## src/logic/cmsc_pkg.sv

```systemverilog
// Package of constants and types for the clock mode and sync control block
// Notes on behaviour
// - Sync from pin toggle or polarity bit toggle
// - Sync event becomes internal one-shot pulse
// - Wait two qualifying falling edges before pulse
// - Outputs forced low five cycles after pulse start
// - Outputs rise five plus delay cycles after pulse
// - Zero-delay mode feeds selected output to loop counter
// - Feedback mux picks even group output or external
// - Feedback output may sleep if group not down
// - Five-bit mode field selects operating mode
// - Dual loop takes reference from either input
// - Holdover freezes first loop tuning on reference loss
// - Auto sync on latch-enable fall after divider write
package cmsc_pkg;

  // ************************************************************
  // Counts and widths
  // ************************************************************
  localparam int          CMSC_GROUPS      = 6;
  localparam int          CMSC_DLY_W       = 5;
  localparam logic [3:0]  CMSC_FORCE_LOW_CYC = 4'h5;
  localparam logic [3:0]  CMSC_RISE_BASE_CYC = 4'h5;
  localparam logic [3:0]  CMSC_PULSE_CYC   = 4'h2;
  localparam logic [2:0]  CMSC_FB_EXTERNAL = 3'h6;

  // ************************************************************
  // Mode codes
  // ************************************************************
  localparam logic [4:0]  CMSC_MODE_DUAL_INT    = 5'h00;
  localparam logic [4:0]  CMSC_MODE_ZD_DUAL_INT = 5'h02;
  localparam logic [4:0]  CMSC_MODE_DUAL_EXT    = 5'h03;
  localparam logic [4:0]  CMSC_MODE_ZD_DUAL_EXT = 5'h05;
  localparam logic [4:0]  CMSC_MODE_SGL_INT     = 5'h06;
  localparam logic [4:0]  CMSC_MODE_ZD_SGL_INT  = 5'h08;
  localparam logic [4:0]  CMSC_MODE_SGL_EXT     = 5'h0b;
  localparam logic [4:0]  CMSC_MODE_DIST        = 5'h10;

  typedef struct packed {
    logic first_loop_on;
    logic second_loop_on;
    logic ext_oscillator;
    logic zero_delay;
    logic valid;
  } cmsc_mode_t;

  typedef enum logic [2:0] {
    CMSC_IDLE     = 3'b000,
    CMSC_QUAL1    = 3'b001,
    CMSC_QUAL2    = 3'b010,
    CMSC_PULSE    = 3'b011,
    CMSC_HOLD_LOW = 3'b100
  } cmsc_state_t;

  function automatic cmsc_mode_t cmsc_decode_mode(input logic [4:0] m);
    cmsc_mode_t r;
    r = '0;
    r.valid = 1'b1;
    case (m)
      CMSC_MODE_DUAL_INT:    r = '{1'b1, 1'b1, 1'b0, 1'b0, 1'b1};
      CMSC_MODE_ZD_DUAL_INT: r = '{1'b1, 1'b1, 1'b0, 1'b1, 1'b1};
      CMSC_MODE_DUAL_EXT:    r = '{1'b1, 1'b1, 1'b1, 1'b0, 1'b1};
      CMSC_MODE_ZD_DUAL_EXT: r = '{1'b1, 1'b1, 1'b1, 1'b1, 1'b1};
      CMSC_MODE_SGL_INT:     r = '{1'b0, 1'b1, 1'b0, 1'b0, 1'b1};
      CMSC_MODE_ZD_SGL_INT:  r = '{1'b0, 1'b1, 1'b0, 1'b1, 1'b1};
      CMSC_MODE_SGL_EXT:     r = '{1'b0, 1'b1, 1'b1, 1'b0, 1'b1};
      CMSC_MODE_DIST:        r = '{1'b0, 1'b0, 1'b0, 1'b0, 1'b1};
      default:               r = '0;
    endcase
    return r;
  endfunction

endpackage

```

## src/logic/cmsc_top.sv

```systemverilog
// Clock mode selection, feedback mux and dynamic delay sync sequencer
module cmsc_top
  import cmsc_pkg::*;
#(
  parameter int GROUPS = CMSC_GROUPS,
  parameter int DLY_W  = CMSC_DLY_W
) (
  input  wire logic              clk,
  input  wire logic              rst,
  input  wire logic              ce,
  input  wire logic [4:0]        mode_select,
  input  wire logic              sync_pin,
  input  wire logic              sync_polarity_invert,
  input  wire logic              sync_enable,
  input  wire logic              sync_auto_enable,
  input  wire logic              divider_written,
  input  wire logic              latch_enable,
  input  wire logic              sync_qualify_select,
  input  wire logic              qual_clock,
  input  wire logic [DLY_W-1:0]  digital_delay_count,
  input  wire logic              half_step_bit,
  input  wire logic              feedback_mux_enable,
  input  wire logic [2:0]        feedback_select,
  input  wire logic [GROUPS-1:0] even_clock_output,
  input  wire logic [GROUPS-1:0] group_power_down,
  input  wire logic              external_feedback_input,
  input  wire logic              reference_select,
  input  wire logic [1:0]        reference_input,
  input  wire logic              reference_lost,
  input  wire logic              holdover_enable,
  output logic                   first_loop_feedback,
  output logic                   first_loop_reference,
  output logic                   second_loop_feedback_zd,
  output logic                   first_loop_enable,
  output logic                   second_loop_enable,
  output logic                   ext_oscillator_mode,
  output logic                   zero_delay_mode,
  output logic                   mode_invalid,
  output logic                   tuning_hold,
  output logic                   one_shot,
  output logic                   outputs_forced_low,
  output logic                   half_step_shift,
  output logic                   sync_busy
);

  // ************************************************************
  // Mode and feedback selection
  // ************************************************************
  wire cmsc_mode_t mode_dec = cmsc_decode_mode(mode_select);
  wire             fb_ext   = (feedback_select == CMSC_FB_EXTERNAL);
  wire             fb_idx_ok = (feedback_select < 3'(GROUPS));
  // Group power-down gates the even output even if the output buffer sleeps
  wire             fb_int_clk = fb_idx_ok && !group_power_down[feedback_select]
                                && even_clock_output[feedback_select];
  wire             fb_mux_out = !feedback_mux_enable ? 1'b0 :
                                fb_ext ? external_feedback_input : fb_int_clk;
  wire             zd_first  = mode_dec.zero_delay && mode_dec.first_loop_on;
  wire             zd_second = mode_dec.zero_delay && !mode_dec.first_loop_on;
  wire             ref_mux   = reference_input[reference_select];

  // ************************************************************
  // Sync event sources
  // ************************************************************
  logic pin_reg;
  logic pol_reg;
  logic le_reg;
  logic qual_reg;
  wire  pin_toggle  = pin_reg != sync_pin;
  wire  pol_toggle  = pol_reg != sync_polarity_invert;
  wire  le_fall     = le_reg && !latch_enable;
  wire  auto_event  = sync_auto_enable && divider_written && le_fall;
  wire  sync_event  = sync_enable && (pin_toggle || pol_toggle || auto_event);
  wire  qual_fall   = qual_reg && !qual_clock;
  // Without qualification the free-running clock edge stands in
  wire  qual_edge   = sync_qualify_select ? qual_fall : 1'b1;

  // ************************************************************
  // One-shot sequencer
  // ************************************************************
  cmsc_state_t      state_reg;
  cmsc_state_t      state_next;
  logic [7:0]       cnt_reg;
  logic [7:0]       cnt_next;
  logic             low_reg;
  logic             low_next;
  logic [7:0]       since_start_reg;
  logic [7:0]       since_start_next;
  logic [DLY_W-1:0] dly_reg;
  logic             pend_reg;
  wire  [7:0]       rise_cyc = 8'(CMSC_RISE_BASE_CYC) + 8'(dly_reg);

  always_comb begin
    state_next       = state_reg;
    cnt_next         = cnt_reg;
    low_next         = low_reg;
    since_start_next = since_start_reg;
    case (state_reg)
      CMSC_IDLE: begin
        if (pend_reg || sync_event) begin
          state_next = CMSC_QUAL1;
        end
      end
      CMSC_QUAL1: begin
        if (qual_edge) begin
          state_next = CMSC_QUAL2;
        end
      end
      CMSC_QUAL2: begin
        if (qual_edge) begin
          state_next       = CMSC_PULSE;
          cnt_next         = 8'h00;
          since_start_next = 8'h00;
        end
      end
      CMSC_PULSE: begin
        since_start_next = since_start_reg + 8'h01;
        cnt_next         = cnt_reg + 8'h01;
        if (since_start_reg + 8'h01 == 8'(CMSC_FORCE_LOW_CYC)) begin
          low_next = 1'b1;
        end
        if (cnt_reg + 8'h01 == 8'(CMSC_PULSE_CYC)) begin
          state_next = CMSC_HOLD_LOW;
          cnt_next   = 8'h00;
        end
      end
      CMSC_HOLD_LOW: begin
        since_start_next = since_start_reg + 8'h01;
        cnt_next         = cnt_reg + 8'h01;
        if (since_start_reg + 8'h01 == 8'(CMSC_FORCE_LOW_CYC)) begin
          low_next = 1'b1;
        end
        if (cnt_reg + 8'h01 >= rise_cyc) begin
          low_next   = 1'b0;
          state_next = CMSC_IDLE;
        end
      end
      default: begin
        state_next = CMSC_IDLE;
        low_next   = 1'b0;
      end
    endcase
  end

  // ************************************************************
  // State registers
  // ************************************************************
  always_ff @(posedge clk) begin
    if (rst) begin
      state_reg       <= CMSC_IDLE;
      cnt_reg         <= 8'h00;
      low_reg         <= 1'b0;
      since_start_reg <= 8'h00;
      dly_reg         <= '0;
      pend_reg        <= 1'b0;
      pin_reg         <= 1'b0;
      pol_reg         <= 1'b0;
      le_reg          <= 1'b0;
      qual_reg        <= 1'b0;
    end else if (ce) begin
      state_reg       <= state_next;
      cnt_reg         <= cnt_next;
      low_reg         <= low_next;
      since_start_reg <= since_start_next;
      pin_reg         <= sync_pin;
      pol_reg         <= sync_polarity_invert;
      le_reg          <= latch_enable;
      qual_reg        <= qual_clock;
      // Delay is captured at pulse start so later writes only prepare the next sync
      if (state_reg == CMSC_QUAL2 && state_next == CMSC_PULSE) begin
        dly_reg <= digital_delay_count;
      end
      // An event during a running sequence is held, set wins over consume
      if (sync_event && state_reg != CMSC_IDLE) begin
        pend_reg <= 1'b1;
      end else if (state_reg == CMSC_IDLE) begin
        pend_reg <= 1'b0;
      end
    end
  end

  // ************************************************************
  // Output registers
  // ************************************************************
  always_ff @(posedge clk) begin
    if (rst) begin
      first_loop_feedback     <= 1'b0;
      first_loop_reference    <= 1'b0;
      second_loop_feedback_zd <= 1'b0;
      first_loop_enable       <= 1'b0;
      second_loop_enable      <= 1'b0;
      ext_oscillator_mode     <= 1'b0;
      zero_delay_mode         <= 1'b0;
      mode_invalid            <= 1'b0;
      tuning_hold             <= 1'b0;
      half_step_shift         <= 1'b0;
    end else if (ce) begin
      first_loop_feedback     <= zd_first ? fb_mux_out : 1'b0;
      second_loop_feedback_zd <= zd_second ? fb_mux_out : 1'b0;
      first_loop_reference    <= mode_dec.first_loop_on ? ref_mux : 1'b0;
      first_loop_enable       <= mode_dec.first_loop_on;
      second_loop_enable      <= mode_dec.second_loop_on;
      ext_oscillator_mode     <= mode_dec.ext_oscillator;
      zero_delay_mode         <= mode_dec.zero_delay;
      mode_invalid            <= !mode_dec.valid;
      tuning_hold             <= mode_dec.first_loop_on && holdover_enable && reference_lost;
      half_step_shift         <= half_step_bit;
    end
  end

  assign one_shot           = (state_reg == CMSC_PULSE);
  assign outputs_forced_low = low_reg;
  assign sync_busy          = (state_reg != CMSC_IDLE);

endmodule

```

## config.mk

```make
export PLATFORM = sky130hd
export DESIGN_NAME = cmsc_top
export DESIGN_NICKNAME = d
export VERILOG_FILES = /design/src/logic/cmsc_pkg.sv /design/src/logic/cmsc_top.sv
export SDC_FILE = /design/constraint.sdc
export NUM_CORES = 1
export LEC_CHECK = 0
export BUFFER_PORTS_ARGS = -buffer_cell sky130_fd_sc_hd__buf_4
export CAP_MARGIN = 5
export CORE_AREA = 4 4 74 76
export DETAILED_ROUTE_END_ITERATION = 16
export DIE_AREA = 0 0 78 80
export PLACE_DENSITY = 0.77
export SLEW_MARGIN = 20
export SYNTH_ARGS = -nofsm -noshare
export SYNTH_HDL_FRONTEND = slang
export SYNTH_SLANG_ARGS = --single-unit
```

## constraint.sdc

```tcl
create_clock -name clk -period 3.1 [get_ports clk]
set_input_delay 0.155 -clock clk [delete_from_list [all_inputs] [get_ports clk]]
set_output_delay 0.155 -clock clk [all_outputs]
set_load 0.05 [all_outputs]
```

[Word-level counts from Yosys, hierarchy flattened]
Memory sizes are Yosys's and may differ from the RTL's.
Index checks and enable logic that the tools add are counted.
Operators by class
  $add $sub $neg: 3
  $lt $le $gt $ge: 4
  equal/unequal tests: 11
  muxes and demuxes: 27
  bitwise operators: 1
  reductions and logical operators: 33
Operators by type and width (count)
  $pmux W8 S3: 1
  $add A8 B1 Y8 const B: 2
  $mux W8: 2
  $pmux W8 S2: 1
  $mux W3: 5
  $pmux W3 S5: 1
  $mux W1: 14
  $logic_and A1 B1 Y1: 13
  $eq A3 B2 Y1 const B: 3
  $eq A8 B2 Y1 const B: 1
  $eq A8 B3 Y1 const B: 1
  $ge A8 B6 Y1: 1
  $add A3 B5 Y6 const A: 1
  $bmux W1 S3: 2
  $eq A3 B3 Y1 const B: 2
  $reduce_and A2 Y1: 3
  $reduce_and A3 Y1: 2
  $reduce_bool A3 Y1: 2
  $logic_not A1 Y1: 5
  $lt A3 B4 Y1 const B: 1
  $reduce_bool A2 Y1: 2
  $eq A3 B1 Y1 const B: 1
  $logic_not A3 Y1: 1
  $logic_or A1 B1 Y1: 3
  8 further kinds: 9
Storage, ports and cells
  register bits after elaboration: 40
  ROM bits: 160
  word-level logic and storage cells: 100
  memories: 1
Memory list
  (no name shown): depth 32, bits a word 5, read ports 1, clocked after Yosys merged registers in 0, write ports 0, line cmsc_pkg.sv:59  | case (m)

[Logic depth before layout (Yosys ltp)]
  depth after elaboration: 11
  mapped depth: 10

[Worst setup path before layout]
No wires, ideal clock.
  kind: flip-flop to flip-flop
  from: reg cnt_reg[0]
  to: reg state_reg[2]
  arrival: 2.258 ns
  required time: 3.008 ns
  path slack: 0.749 ns
  cell stages (with the launch flop): 11
  buffers on the path: 1
  period minus slack after synthesis: 2.351 ns
  path through: dfxtp_1 ha_1 clkbuf_1 nand3_1 xnor2_1 ha_1 a21o_1 a211oi_1 o21a_1 o21ba_2 o32ai_1
On the way
  cells in the longest elaborated chain, start to end: 4
  elaborated cells between the ends (all ways): 6
RTL lines
  start: declaration: line cmsc_top.sv:82  | logic [7:0] cnt_reg;
  start signal: assignment: line cmsc_top.sv:161  | cnt_reg <= cnt_next;
  $add A8 B1 Y8 *: line cmsc_top.sv:121, cmsc_top.sv:132
  $ge A8 B6 Y1 or $eq A8 B2 Y1 (tied branches): line cmsc_top.sv:132, cmsc_top.sv:121
  $mux W3, on equally long branches: line cmsc_top.sv:132, cmsc_top.sv:121
  $pmux W3 S5 *: line cmsc_top.sv:97  | case (state_reg)
  end signal: assignment: line cmsc_top.sv:160  | state_reg <= state_next;
  end: declaration: line cmsc_top.sv:80  | cmsc_state_t state_reg;
Mark *: on every way between the ends. The rest lies on a longest branch, timed or not.
A chain may end at the register's enable or synchronous reset.

[Final worst setup path]
Same ends and word-level chain as after synthesis.

==> qor.yml <==
finalSetupTns_ns: 0
drive_gt1_share_pct: 20.7
rsz0062_at_grt: "false"
pwr_density_cell_mw_per_mm2: 345
hpwlAfterDp_mm: 4.13
synth_top_cell_by_area: "dfxtp_1"
cts.sinks: 40
max_freq_ghz: 0.394
cp-end-kind: "register"
final_util_pct: 63.8
cts_root_buffer: "clkbuf_8"
yosys-top-cells-area: "dfxtp_1, ha_1, nor2_1"
finalSetupViolCount: 0
areaGrowthSynthToFinish_pct: 19.9
fp-row-count: 25
synth_flop_cell: "dfxtp_1"
startpoint_type: "register"
leakage_nw: 1.25
port_buffers: 56
wl_per_cell_um: 13.5
synth-simple-area-share_pct: 23.3
synth_mux_area_share_pct: 6.52
path_class: "reg -> reg"
met2_length_mm: 2.67
cts_max_path_buffers: 2
reg2reg_depth: 9
clkLatencyLatePin_ns: 0.28
drt_iter0_markers: 90
grt_first_pass_wirelength_mm: 9.19
htree_num_levels: 2
final_cell_count_no_fill: 414
hold_viol: 0
multi_input_area_mm2: 0.00156
clk_pin_slew_ns: 0.08
postRouteWirelength_mm: 5.60
core-area_mm2: 0.00472
synthTopCellsByCount: "dfxtp_1, nor2_1, a21oi_1"
mappedNetlistArea_mm2: 0.00251
ir_drop_mv: 0.245
yosys.area_share.xor_xnor_pct: 5.23
synth_edf_count: 0
synth_fa_ha_area_share_pct: 7.97
worst_pin_slew_ns: 1.01
async_flop_share_pct: 0
cts_setup_buffers: 0
numCtsBuffers: 5
postCtsHoldBufs: 0
top_layer: "met4"
r2r_setup_slack_ns: 0.56
status: "finished clean"
diodes: 0
nets: 407
min_period_over_period_pct: 82.0
synthDistinctLibCells: 57
synthCells: 302
worstPathMaxFanout: 7
dieArea_mm2: 0.00624
place_inst: 407
fin_skew_ns: 0.00434
vias: 2249
met1Wirelength_mm: 2.67
dieWidth_um: 78
cts-resized-gates: 0
yosysWarningCount: 0
synth_seq_cells: 40
hp-class: "in -> reg"
met3_length_um: 233
gp_congestion: 0.794
synth_top_cell_area_share_pct: 31.9
ant_nets: 0
max-slew-margin-rel_pct: 32.3
required_ns: 3.30
initial_utilization_pct: 53.2
drc: 0
cts_tree: "yes"
grt_pass1_vias: 2070
boundaryPins: 57
antenna_found_initial: 0
post-synth-top-count-cell: "dfxtp_1"
track_usage_pct: 17.9
crit_arrival_ns: 2.74
synth_top_family_by_area: "simple AND/OR/NAND/NOR gates"
avgSynthCellArea_um2: 8.32
die_h_um: 80
syn_nets: 362
drv_slew: 0
maxCapViolCount: 0
fin_hold_ws_ns: 0.102
hold_path_depth: 3
fillers: 420
overflow: 0
layout_min_cycle_time_ns: 2.54
grt_max_degree: 42
via_per_inst: 5.43
firstDrtPassIters: 4
seq_area_um2: 801
synth_compound_area_share_pct: 19.1
synth_seq_area_share_pct: 31.9
[metrics by stage]
step           worst slack [ns]  power (mW)  area [µm²]
3_3_place_gp              0.712       0.716        2930
6_report                  0.559        1.04        3010
5_1_grt                   0.377        1.09        3010
2_1_floorplan             0.749       0.649        2510
3_5_place_dp              0.598       0.720        2930
4_1_cts                   0.559        1.05        3010
[report_power, final]
group | internal, mW | total [mW] | switching [mW]
logic | 0.0816 | 0.170 | 0.0887
registers | 0.526 | 0.537 | 0.0117
clock network | 0.152 | 0.331 | 0.178
total | 0.760 | 1.04 | 0.279
[placed cells by master (no fill, tap or decap), types with 2 or more instances in the layout]
| cell type | synthesis | final |
|---|---|---|
| mux2_2 | 3 | 3 |
| xor2_1 | 7 | 7 |
| or4_1 | 3 | 3 |
| a21oi_1 | 17 | 17 |
| mux2i_1 | 13 | 13 |
| dfxtp_1 | 40 | 40 |
| o2111ai_1 | 2 | 2 |
| a22oi_1 | 3 | 3 |
| o311ai_0 | 2 | 2 |
| nand2b_1 | 11 | 11 |
| a31oi_1 | 5 | 5 |
| xnor2_1 | 8 | 8 |
| a311oi_1 | 5 | 5 |
| nor4b_1 | 2 | 2 |
| nand2_1 | 10 | 10 |
| clkbuf_8 | 0 | 5 |
| buf_4 | 0 | 57 |
| or3_1 | 4 | 4 |
| inv_1 | 16 | 16 |
| ha_1 | 16 | 16 |
| nor2_1 | 39 | 39 |
| a32oi_1 | 3 | 3 |
| and3_1 | 6 | 6 |
| nor3_1 | 4 | 4 |
| nand3_1 | 7 | 7 |
| nand4_1 | 3 | 3 |
| nor2b_1 | 5 | 5 |
| a211oi_1 | 5 | 5 |
| nand3b_1 | 7 | 7 |
| o21ai_0 | 12 | 12 |
[area by class of cell]
type                            count  share of cell area (%)
Clock inverter                      2                   0.415
Clock buffer                        5                    2.28
Timing Repair Buffer               57                    14.2
Sequential cell                    40                    26.6
Tap cell                           67                    2.78
Multi-Input combinational cell    227                    51.7
Inverter                           16                    1.99
[worst paths after layout]
path	start	to
setup reg to reg	cnt_reg[0]	state_reg[2]
hold reg to reg	first_loop_feedback	first_loop_feedback
setup / recovery	cnt_reg[0]	state_reg[2]
hold / removal	digital_delay_count[0]	dly_reg[0]
[cell families (layout without fill, tap and decap cells)]
family	Yosys count	count (layout)
AO/OA/AOI/OAI	70	70
XOR/XNOR	15	15
adder cells (fa/ha/maj)	16	16
buffers and inverters	35	80
flip-flops	40	40
multiplexers	16	16
AND/OR/NAND/NOR	110	110
[critical path, stage by stage, from the launching register on]
cell      delay (ns)
dfxtp_1         0.48
ha_1            0.35
nand3_1         0.13
xnor2_1         0.22
ha_1            0.28
a21o_1          0.18
a211oi_1        0.22
o21a_1          0.18
o21ba_2         0.16
o32ai_1         0.25
[layer usage]
layer  track usage [%]  vias to the layer above
met1              23.5                     1038
met5                 0                        -
li1                  -                     1168
met2              29.8                       41
met4              3.67                        0
met3              4.40                        2
Power figures use the tool's default switching activity.
